[src/logic/mon_pkg.sv]
// Constants, types and encodings shared by the monitor serial slave port.
package mon_pkg;

	// Clock rate and the timing figures derived from it.
	localparam int CLK_HZ    = 20_000_000;
	localparam int PULSE_US  = 16;
	localparam int PULSE_CYC = (PULSE_US * (CLK_HZ / 1_000) + 999) / 1_000;
	localparam int STUCK_MS  = 33;
	localparam int STUCK_CYC = STUCK_MS * (CLK_HZ / 1_000);

	// Register pointer values and offsets.
	localparam logic [7:0] PTR_RST    = 8'h00;
	localparam logic [7:0] PTR_LAST   = 8'h97;
	localparam logic [7:0] STAT_ADDR  = 8'h96;
	localparam logic [7:0] ID_HI_ADDR = 8'hE7;
	localparam logic [7:0] ID_LO_ADDR = 8'hE8;
	// Identifier contents; the values are arbitrary.
	localparam logic [7:0] ID_HI_VAL  = 8'h5A;
	localparam logic [7:0] ID_LO_VAL  = 8'hA5;
	localparam logic [7:0] STAT_RST   = 8'h00;

	// Slave address pieces.
	localparam logic [2:0] ADDR_PREFIX = 3'h6;
	localparam logic [6:0] MASS_ADDR   = 7'h66;
	localparam logic [6:0] ARA_ADDR    = 7'h0C;

	// Three-state strap codes as sensed by the pad.
	localparam logic [1:0] STRAP_LOW  = 2'h0;
	localparam logic [1:0] STRAP_OPEN = 2'h1;
	localparam logic [1:0] STRAP_HIGH = 2'h2;

	// Serial engine states.
	typedef enum logic [2:0] {
		ST_IDLE     = 3'h0,
		ST_ADDR     = 3'h1,
		ST_ADDR_ACK = 3'h2,
		ST_RX       = 3'h3,
		ST_RX_ACK   = 3'h4,
		ST_TX       = 3'h5,
		ST_TX_ACK   = 3'h6
	} mon_state_t;

	// New-data strobe signalling modes.
	typedef enum logic [1:0] {
		DR_OFF   = 2'h0,
		DR_PULSE = 2'h1,
		DR_LATCH = 2'h2
	} mon_dr_mode_t;

endpackage

[src/logic/mon_dr_if.sv]
// Interface between the serial port and the new-data strobe unit.
`timescale 1ns/1ps
interface mon_dr_if;
	logic                  new_data;  // Any fresh result this cycle.
	mon_pkg::mon_dr_mode_t mode;      // Strobe signalling mode.
	logic                  clear;     // Status register has been read.
	logic                  strobe_n;  // Strobe pin level.
	logic                  strobe_oe; // Strobe pull-down enable.

	modport ctrl (output new_data, output mode, output clear,
		input strobe_n, input strobe_oe);
	modport strobe (input new_data, input mode, input clear,
		output strobe_n, output strobe_oe);
endinterface

[src/logic/mon_sync.sv]
// Two-flop synchroniser for inputs from outside the clock domain.
`timescale 1ns/1ps
module mon_sync #(
	parameter int W = 1
) (
	input  wire logic         sys_clk, // System clock.
	input  wire logic         nrst,    // Asynchronous reset, active low.
	input  wire logic [W-1:0] d,       // Asynchronous inputs.
	output logic      [W-1:0] q        // Synchronised outputs.
);
	typedef struct packed {
		logic [W-1:0] s1;
		logic [W-1:0] s2;
	} mon_sync_st_t;

	mon_sync_st_t r;
	mon_sync_st_t next_r;

	// The first stage feeds only the second stage.
	always_comb begin
		next_r.s1 = d;
		next_r.s2 = r.s1;
	end

	// Register the stages; reset to the idle high bus level.
	always_ff @(posedge sys_clk or negedge nrst) begin
		if (!nrst) begin
			r <= '1;
		end else begin
			r <= next_r;
		end
	end

	assign q = r.s2;
endmodule

[src/logic/mon_dr_strobe.sv]
// New-data strobe generator for the third auxiliary pin.
`timescale 1ns/1ps
module mon_dr_strobe (
	input wire logic sys_clk, // System clock.
	input wire logic nrst,    // Asynchronous reset, active low.
	mon_dr_if.strobe dr       // Mode, events and strobe outputs.
);
	localparam int PW = mon_pkg::PULSE_CYC;

	typedef struct packed {
		logic       drv_n;
		logic       oe;
		logic [8:0] cnt;
	} mon_dr_st_t;

	mon_dr_st_t r;
	mon_dr_st_t next_r;

	// Pulse or latch the strobe low on new data.
	always_comb begin
		next_r = r;
		unique case (dr.mode)
			mon_pkg::DR_PULSE: begin
				if (r.cnt != 9'h000) begin
					next_r.cnt = r.cnt - 9'h001;
					if (r.cnt == 9'h001) begin
						next_r.drv_n = 1'b1;
					end
				end else if (dr.new_data) begin
					next_r.drv_n = 1'b0;
					next_r.cnt = 9'(PW);
				end
			end
			mon_pkg::DR_LATCH: begin
				next_r.cnt = 9'h000;
				if (dr.new_data) begin
					next_r.drv_n = 1'b0;
				end else if (dr.clear) begin
					next_r.drv_n = 1'b1;
				end
			end
			default: begin
				next_r.drv_n = 1'b1;
				next_r.cnt = 9'h000;
			end
		endcase
		next_r.oe = ~next_r.drv_n;
	end

	// Register the strobe state.
	always_ff @(posedge sys_clk or negedge nrst) begin
		if (!nrst) begin
			r <= '{drv_n: 1'b1, oe: 1'b0, cnt: 9'h000};
		end else begin
			r <= next_r;
		end
	end

	assign dr.strobe_n = r.drv_n;
	assign dr.strobe_oe = r.oe;
endmodule

[src/logic/mon_i2c_slave.sv]
// Serial slave port of the power monitor with pointer, status and strobe.
`timescale 1ns/1ps
module mon_i2c_slave #(
	parameter logic [19:0] STUCK_CYC = 20'(mon_pkg::STUCK_CYC)
) (
	input  wire logic       sys_clk,            // System clock.
	input  wire logic       nrst,               // Async reset, active low.
	input  wire logic       scl_in,             // Serial clock pin.
	input  wire logic       serial_data_in,     // Serial data input pin.
	output logic            serial_data_out,    // Data output pin level.
	output logic            serial_data_out_oe, // Data pull-down enable.
	input  wire logic [1:0] addr_strap_zero,    // First strap pad code.
	input  wire logic [1:0] addr_strap_one,     // Second strap pad code.
	input  wire logic       shutdown,           // Low-power shutdown.
	input  wire logic       alert_pending,      // Alert output asserted.
	output logic            alert_ack,          // Alert address answered.
	input  wire logic [7:0] adc_new_evt,        // Fresh result pulses.
	input  wire logic [1:0] dr_mode,            // Strobe mode select.
	output logic            aux_pin_three,      // Strobe pin level.
	output logic            aux_pin_three_oe,   // Strobe pull-down enable.
	output logic [7:0]      reg_addr,           // Register pointer.
	output logic [7:0]      reg_wdata,          // Register write data.
	output logic            reg_we,             // Register write pulse.
	output logic            reg_re,             // Register read pulse.
	input  wire logic [7:0] reg_rdata,          // Register read data.
	output logic [7:0]      adc_status          // Status register value.
);
	typedef struct packed {
		mon_pkg::mon_state_t st;
		logic [3:0]          bitc;
		logic [7:0]          sh;
		logic [7:0]          ptr;
		logic                cmd;
		logic                dat;
		logic                rw;
		logic                ara;
		logic                ack;
		logic                oe;
		logic                sdo;
		logic                scl_d;
		logic                sda_d;
		logic [19:0]         stuck;
		logic [7:0]          status;
		logic                we;
		logic                re;
		logic [7:0]          wdata;
		logic                stat_clr;
		logic                alert_ack;
		logic [1:0]          s0;
		logic [1:0]          s1;
	} mon_top_st_t;

	mon_top_st_t r;
	mon_top_st_t next_r;

	logic [5:0] sync_q;
	logic       scl_s;
	logic       sda_s;
	logic [1:0] s0_s;
	logic [1:0] s1_s;

	////////////////////////////////////////////////////////////////////////
	// Input synchronisation and strobe unit.

	// Every pin input passes two flops before use.
	mon_sync #(
		.W(6)
	) u_sync (
		.sys_clk (sys_clk),
		.nrst    (nrst),
		.d       ({scl_in, serial_data_in, addr_strap_zero,
			addr_strap_one}),
		.q       (sync_q)
	);

	assign scl_s = sync_q[5];
	assign sda_s = sync_q[4];
	assign s0_s = sync_q[3:2];
	assign s1_s = sync_q[1:0];

	mon_dr_if dr ();

	// Strobe unit sees new data, the mode and the status-read event.
	assign dr.new_data = |adc_new_evt;
	assign dr.mode = mon_pkg::mon_dr_mode_t'(dr_mode);
	assign dr.clear = r.stat_clr;

	mon_dr_strobe u_strobe (
		.sys_clk (sys_clk),
		.nrst    (nrst),
		.dr      (dr)
	);

	////////////////////////////////////////////////////////////////////////
	// Bus events and address decode.

	logic       rise;
	logic       fall;
	logic       start_det;
	logic       stop_det;
	logic       stuck_hit;
	logic [1:0] v0;
	logic [1:0] v1;
	logic [3:0] low4;
	logic [6:0] own_addr;
	logic       is_own;
	logic       is_mass;
	logic       is_ara;
	logic       addr_ok;
	logic       addr_done;
	logic       ptr_inc;
	logic [7:0] ptr_next;
	logic [7:0] rd;

	// Edges of the clock line and START or STOP while it is high.
	assign rise = scl_s && !r.scl_d;
	assign fall = !scl_s && r.scl_d;
	assign start_det = scl_s && r.scl_d && r.sda_d && !sda_s;
	assign stop_det = scl_s && r.scl_d && !r.sda_d && sda_s;
	assign stuck_hit = (r.stuck >= STUCK_CYC);

	// Map each strap to 0..2 and form one of nine low address nibbles.
	assign v0 = (r.s0 == mon_pkg::STRAP_HIGH) ? 2'h2 :
		((r.s0 == mon_pkg::STRAP_LOW) ? 2'h0 : 2'h1);
	assign v1 = (r.s1 == mon_pkg::STRAP_HIGH) ? 2'h2 :
		((r.s1 == mon_pkg::STRAP_LOW) ? 2'h0 : 2'h1);
	assign low4 = 4'({2'h0, v0} * 4'h3 + {2'h0, v1});
	assign own_addr = {mon_pkg::ADDR_PREFIX, low4};

	// Address match on the eighth bit; the last bit is the direction.
	assign is_own = (r.sh[7:1] == own_addr);
	assign is_mass = (r.sh[7:1] == mon_pkg::MASS_ADDR) && !r.sh[0];
	assign is_ara = (r.sh[7:1] == mon_pkg::ARA_ADDR) && r.sh[0]
		&& alert_pending;
	assign addr_ok = is_own || is_mass || is_ara;
	assign addr_done = fall && !stuck_hit && !start_det && !stop_det
		&& r.st == mon_pkg::ST_ADDR && r.bitc == 4'h8;

	// Pointer advances after each data byte and wraps past the top.
	assign ptr_inc = fall && !stuck_hit && !start_det && !stop_det
		&& ((r.st == mon_pkg::ST_TX && r.bitc == 4'h8 && !r.ara)
		|| (r.st == mon_pkg::ST_RX_ACK && r.dat));
	assign ptr_next = (r.ptr == mon_pkg::PTR_LAST) ? mon_pkg::PTR_RST :
		r.ptr + 8'h01;

	// Read data source: alert reply, status, identifiers or outside.
	assign rd = r.ara ? {own_addr, 1'b1} :
		(r.ptr == mon_pkg::STAT_ADDR) ? r.status :
		(r.ptr == mon_pkg::ID_HI_ADDR) ? mon_pkg::ID_HI_VAL :
		(r.ptr == mon_pkg::ID_LO_ADDR) ? mon_pkg::ID_LO_VAL :
		reg_rdata;

	////////////////////////////////////////////////////////////////////////
	// Next-state logic.

	// Serial engine, status register, strap store and stuck timer.
	always_comb begin
		next_r = r;
		next_r.we = 1'b0;
		next_r.re = 1'b0;
		next_r.stat_clr = 1'b0;
		next_r.alert_ack = 1'b0;
		next_r.scl_d = scl_s;
		next_r.sda_d = sda_s;
		if (!shutdown) begin
			next_r.s0 = s0_s;
			next_r.s1 = s1_s;
		end
		if (scl_s && sda_s) begin
			next_r.stuck = 20'h00000;
		end else if (!stuck_hit) begin
			next_r.stuck = r.stuck + 20'h00001;
		end
		// A new result wins over the clear in the same cycle.
		next_r.status = (r.status & ~{8{r.stat_clr}}) | adc_new_evt;
		if (stuck_hit) begin
			next_r.st = mon_pkg::ST_IDLE;
			next_r.oe = 1'b0;
			next_r.ptr = mon_pkg::PTR_RST;
		end else if (start_det) begin
			next_r.st = mon_pkg::ST_ADDR;
			next_r.bitc = 4'h0;
			next_r.oe = 1'b0;
		end else if (stop_det) begin
			next_r.st = mon_pkg::ST_IDLE;
			next_r.oe = 1'b0;
			next_r.ptr = mon_pkg::PTR_RST;
		end else if (rise) begin
			if (r.st == mon_pkg::ST_ADDR || r.st == mon_pkg::ST_RX) begin
				next_r.sh = {r.sh[6:0], sda_s};
				next_r.bitc = r.bitc + 4'h1;
			end
			if (r.st == mon_pkg::ST_TX_ACK) begin
				next_r.ack = !sda_s;
			end
		end else if (fall) begin
			unique case (r.st)
				mon_pkg::ST_ADDR: begin
					if (r.bitc == 4'h8) begin
						if (addr_ok) begin
							next_r.oe = 1'b1;
							next_r.st = mon_pkg::ST_ADDR_ACK;
							next_r.rw = r.sh[0];
							next_r.ara = is_ara;
							next_r.cmd = 1'b1;
						end else begin
							next_r.st = mon_pkg::ST_IDLE;
						end
					end
				end
				mon_pkg::ST_ADDR_ACK: begin
					if (r.rw) begin
						// First byte of a read goes out after the ack.
						next_r.st = mon_pkg::ST_TX;
						next_r.sh = {rd[6:0], 1'b0};
						next_r.oe = ~rd[7];
						next_r.bitc = 4'h1;
						next_r.re = !r.ara;
					end else begin
						next_r.oe = 1'b0;
						next_r.st = mon_pkg::ST_RX;
						next_r.bitc = 4'h0;
					end
				end
				mon_pkg::ST_RX: begin
					if (r.bitc == 4'h8) begin
						next_r.oe = 1'b1;
						next_r.st = mon_pkg::ST_RX_ACK;
						next_r.dat = !r.cmd;
						if (r.cmd) begin
							next_r.ptr = r.sh;
							next_r.cmd = 1'b0;
						end else begin
							next_r.we = 1'b1;
							next_r.wdata = r.sh;
						end
					end
				end
				mon_pkg::ST_RX_ACK: begin
					// Any number of data bytes may follow.
					next_r.oe = 1'b0;
					next_r.st = mon_pkg::ST_RX;
					next_r.bitc = 4'h0;
				end
				mon_pkg::ST_TX: begin
					if (r.bitc != 4'h8) begin
						next_r.oe = ~r.sh[7];
						next_r.sh = {r.sh[6:0], 1'b0};
						next_r.bitc = r.bitc + 4'h1;
					end else begin
						next_r.oe = 1'b0;
						next_r.st = mon_pkg::ST_TX_ACK;
						next_r.stat_clr = !r.ara
							&& r.ptr == mon_pkg::STAT_ADDR;
						next_r.alert_ack = r.ara;
					end
				end
				mon_pkg::ST_TX_ACK: begin
					if (r.ack) begin
						next_r.st = mon_pkg::ST_TX;
						next_r.sh = {rd[6:0], 1'b0};
						next_r.oe = ~rd[7];
						next_r.bitc = 4'h1;
						next_r.re = !r.ara;
					end else begin
						next_r.st = mon_pkg::ST_IDLE;
					end
				end
				default: begin
				end
			endcase
		end
		if (ptr_inc) begin
			next_r.ptr = ptr_next;
		end
		next_r.sdo = ~next_r.oe;
	end

	// Register all state.
	always_ff @(posedge sys_clk or negedge nrst) begin
		if (!nrst) begin
			r <= '{st: mon_pkg::ST_IDLE, bitc: 4'h0, sh: 8'h00,
				ptr: mon_pkg::PTR_RST, cmd: 1'b0, dat: 1'b0, rw: 1'b0,
				ara: 1'b0, ack: 1'b0, oe: 1'b0, sdo: 1'b1,
				scl_d: 1'b1, sda_d: 1'b1, stuck: 20'h00000,
				status: mon_pkg::STAT_RST, we: 1'b0, re: 1'b0,
				wdata: 8'h00, stat_clr: 1'b0, alert_ack: 1'b0,
				s0: mon_pkg::STRAP_LOW, s1: mon_pkg::STRAP_LOW};
		end else begin
			r <= next_r;
		end
	end

	// Outputs come straight from state flops.
	assign serial_data_out = r.sdo;
	assign serial_data_out_oe = r.oe;
	assign alert_ack = r.alert_ack;
	assign aux_pin_three = dr.strobe_n;
	assign aux_pin_three_oe = dr.strobe_oe;
	assign reg_addr = r.ptr;
	assign reg_wdata = r.wdata;
	assign reg_we = r.we;
	assign reg_re = r.re;
	assign adc_status = r.status;
endmodule

[config.mk]
export PLATFORM = sky130hd
export DESIGN_NAME = mon_i2c_slave
export DESIGN_NICKNAME = d
export VERILOG_FILES = /design/src/logic/mon_pkg.sv /design/src/logic/mon_dr_if.sv /design/src/logic/mon_sync.sv /design/src/logic/mon_dr_strobe.sv /design/src/logic/mon_i2c_slave.sv
export SDC_FILE = /design/constraint.sdc
export NUM_CORES = 1
export LEC_CHECK = 0
export BUFFER_PORTS_ARGS = -buffer_cell sky130_fd_sc_hd__buf_2
export CAP_MARGIN = 25
export CORE_ASPECT_RATIO = 0.7
export CORE_MARGIN = 4
export CORE_UTILIZATION = 59
export CTS_BUF_LIST = sky130_fd_sc_hd__clkbuf_4 sky130_fd_sc_hd__clkbuf_8 sky130_fd_sc_hd__clkbuf_16
export DETAILED_ROUTE_END_ITERATION = 6
export HOLD_SLACK_MARGIN = 0.05
export PLACE_DENSITY = 0.77
export SYNTH_ARGS = -nofsm -noshare
export SYNTH_HDL_FRONTEND = slang
export SYNTH_SLANG_ARGS = --single-unit
[constraint.sdc]
create_clock -name sys_clk -period 3.9 [get_ports sys_clk]
set_clock_uncertainty 0.05 [all_clocks]
set_input_delay 0.39 -clock sys_clk [delete_from_list [all_inputs] [get_ports sys_clk]]
set_output_delay 0.39 -clock sys_clk [all_outputs]
set_load 0.02 [all_outputs]
==> flow_summary.json <==
{
  "vias_per_cell": 6.18,
  "grt_pass1_wl_um": 22100,
  "drtPass1Iterations": 5,
  "ys_seq_area_share_pct": 44.2,
  "postSynthAreaPerCell_um2": 9.62,
  "peakVddDrop_mv": 0.257,
  "critical_path_class": "reg2reg",
  "hold_class": "in2reg",
  "gp_congestion": 0.911,
  "htreeDepth": 3,
  "grt_pass1_vias": 4326,
  "layout.nets": 657,
  "cpLargestDelayFamily": "simple AND/OR/NAND/NOR gates",
  "cp-start-kind": "flip-flop",
  "final_common_cell": "dfrtp_1",
  "critPathBufInv": 0,
  "clkSinkCount": 99,
  "synth_edf_count": 0,
  "postRouteAntennaNets": 0,
  "preCtsSetupSlack_ns": 0.701,
  "cpMaxStageDelayCell": "fa_1",
  "worst_setup_path_end_kind": "flip-flop",
  "finalCritPeriodShare_pct": 83.2,
  "power_density_nw_per_um2": 529,
  "port_buffers": 58,
  "fin_crit_ns": 3.25,
  "ys.flop_type": "dfrtp_1",
  "synth_area_um2": 5650,
  "cp_common_cell": "ha_1",
  "wl_per_cell_um": 18.1,
  "slew_viol_final": 0,
  "cts_tree": "done",
  "dieArea_um2": 11200,
  "final_util_pct": 67.2,
  "setup-tns-final_ns": 0,
  "worst_slack_ns": 0.653,
  "max_slew.worst_pin.slew_ns": 0.879,
  "critical-path-max-stage-delay_ns": 0.50,
  "rsz0062_at_grt": "false",
  "clock-root-buffer": "clkbuf_16",
  "crit_arrival_ns": 3.46,
  "synthDistinctLibCells": 71,
  "post_cts_resize_count": 0,
  "syn_inst": 588,
  "synth_seq_cells": 99,
  "hold_viol": 0,
  "cp_cell_sequence": "or2_2 -> ha_1 -> ha_1 -> fa_1 -> xnor2_1 -> nand4_1 -> o211ai_1 -> and4_1 -> nor2b_1 -> mux2i_1",
  "postRouteWirelength_um": 13400,
  "post_cts_buffers": 0,
  "cap_viol_max_count": 0,
  "drtIter0Drc": 397,
  "ys_async_sr_fraction_pct": 100,
  "rows": 29,
  "final_cell_mix": "dfrtp_1 (83), buf_2 (57), nand2_1 (56)",
  "track_usage_pct": 24.3,
  "antenna_found_initial": 0,
  "outcome": "finished clean",
  "yosys_warnings": 0,
  "n_antenna_cell": 0,
  "dpl.hpwl_um": 9930,
  "clk_path_buf_depth": 2,
  "yosysTopAreaCell": "dfrtp_1",
  "syn_to_final_growth_pct": 9.58,
  "max_slew_margin_pct": 39.9,
  "worstSkewPairLatency_ns": 0.35,
  "worstPathMaxFanout": 4,
  "vias": 4567,
  "initial_core_util_pct": 61.3,
  "grt_remaining_overflow": 0,
  "setup-violations-final": 0,
  "cts_buffers": 9,
  "die_w_um": 125,
  "die_h_um": 89.9,
  "critPathRequiredTime_ns": 4.11,
  "syn_nets": 635,
  "hold_buffers": 1,
  "total_power_mw": 3.27,
  "p_leak_nw": 2.77,
  "drc_errors": 0,
  "netlist_top_cells_area": "dfrtp_1 (37%), dfstp_2 (7.4%), ha_1 (4.0%)",
  "drive_gt1_share_pct": 19.3,
  "clkTransAtPathRegs_ns": 0.07,
  "core_um2": 9220,
  "yosysTopAreaCellShare_pct": 36.7,
  "max_freq_mhz": 308,
  "top_level_ports": 59,
  "grt_max_degree": 39
}
==> path summary, 6_finish.rpt <==
| kind | slack (ns) | startpoint | to | cells after the start |
|---|---|---|---|---|
| max | 0.65 | r[2] | r[49] | 10 |
| min in group asynchronous | 0.46 | nrst | u_strobe.r[5] | 2 |
| max reg2reg | 0.65 | r[2] | r[49] | 10 |
| min | 0.09 | addr_strap_one[1] | u_sync.next_r[1] | 1 |
| min reg2reg | 0.31 | u_sync.next_r[3] | u_sync.q[3] | 0 |
| max in group asynchronous | 2.49 | nrst | u_sync.q[5] | 3 |
==> routing by layer <==
layer / wire, um / global-route usage (%)
met5: 0 / 0
met4: 165 / 5.69
met3: 1170 / 6.64
met2: 5720 / 34.3
met1: 6330 / 37.2
==> sequential cells by signal (all words and copies together), names as in the netlist <==
name,cells
reg_re,1
alert_ack,1
u_strobe.r,9
dr.clear,1
serial_data_out,1
serial_data_out_oe,1
u_strobe.dr.strobe_n,1
reg_wdata,8
u_sync.next_r,6
adc_status,8
u_sync.q,6
reg_we,1
u_strobe.dr.strobe_oe,1
r,46
reg_addr,8
==> final cells by class <==
class / count / area, um2
fillers: 736 / 3020
repair buffers: 63 / 333
inverters: 25 / 93.8
clock inverters: 2 / 35.0
multi-input cells: 412 / 2770
well taps: 124 / 155
clock buffers: 14 / 317
flip-flops and latches: 99 / 2500
==> cell families after synthesis <==
logic type	share of synthesized area, %
simple gates	20.8
buf+inv	6.93
compound gates	14.6
xor+xnor	4.34
mux	4.76
flops	44.2
fa+ha+maj	4.34
==> per-stage QoR <==
stage	hold WS, ns	instance area [um2]	cells
2_1_floorplan	0.0444	5650	588
3_3_place_gp	0.285	5830	722
3_5_place_dp	0.292	5830	722
4_1_cts	0.0767	6200	739
5_1_grt	0.0750	6200	739
6_report	0.0883	6200	739
==> synthesized netlist by cell type, types with 7 or more instances <==
cell type / count
a21oi_1: 25
nand3_1: 20
xor2_1: 11
o21ai_0: 28
nand4_1: 10
ha_1: 18
dfstp_2: 16
nand2_1: 56
nor2b_1: 12
clkbuf_1: 23
nor2_1: 48
a21o_1: 12
mux2i_1: 7
buf_4: 24
dfrtp_1: 83
or4_1: 7
xnor2_1: 17
mux2_2: 7
mux2_4: 8
nor3_1: 15
a221oi_1: 8
inv_1: 25
==> where the power goes <==
part	total [mW]	leakage (nW)	switching, mW	internal, mW
sequential	1.45	1.23	0.257	1.19
clock	1.00	0.175	0.377	0.627
combinational	0.826	1.37	0.457	0.369
total	3.27	2.77	1.09	2.18
No activity file was read; power rests on OpenSTA's default activity.
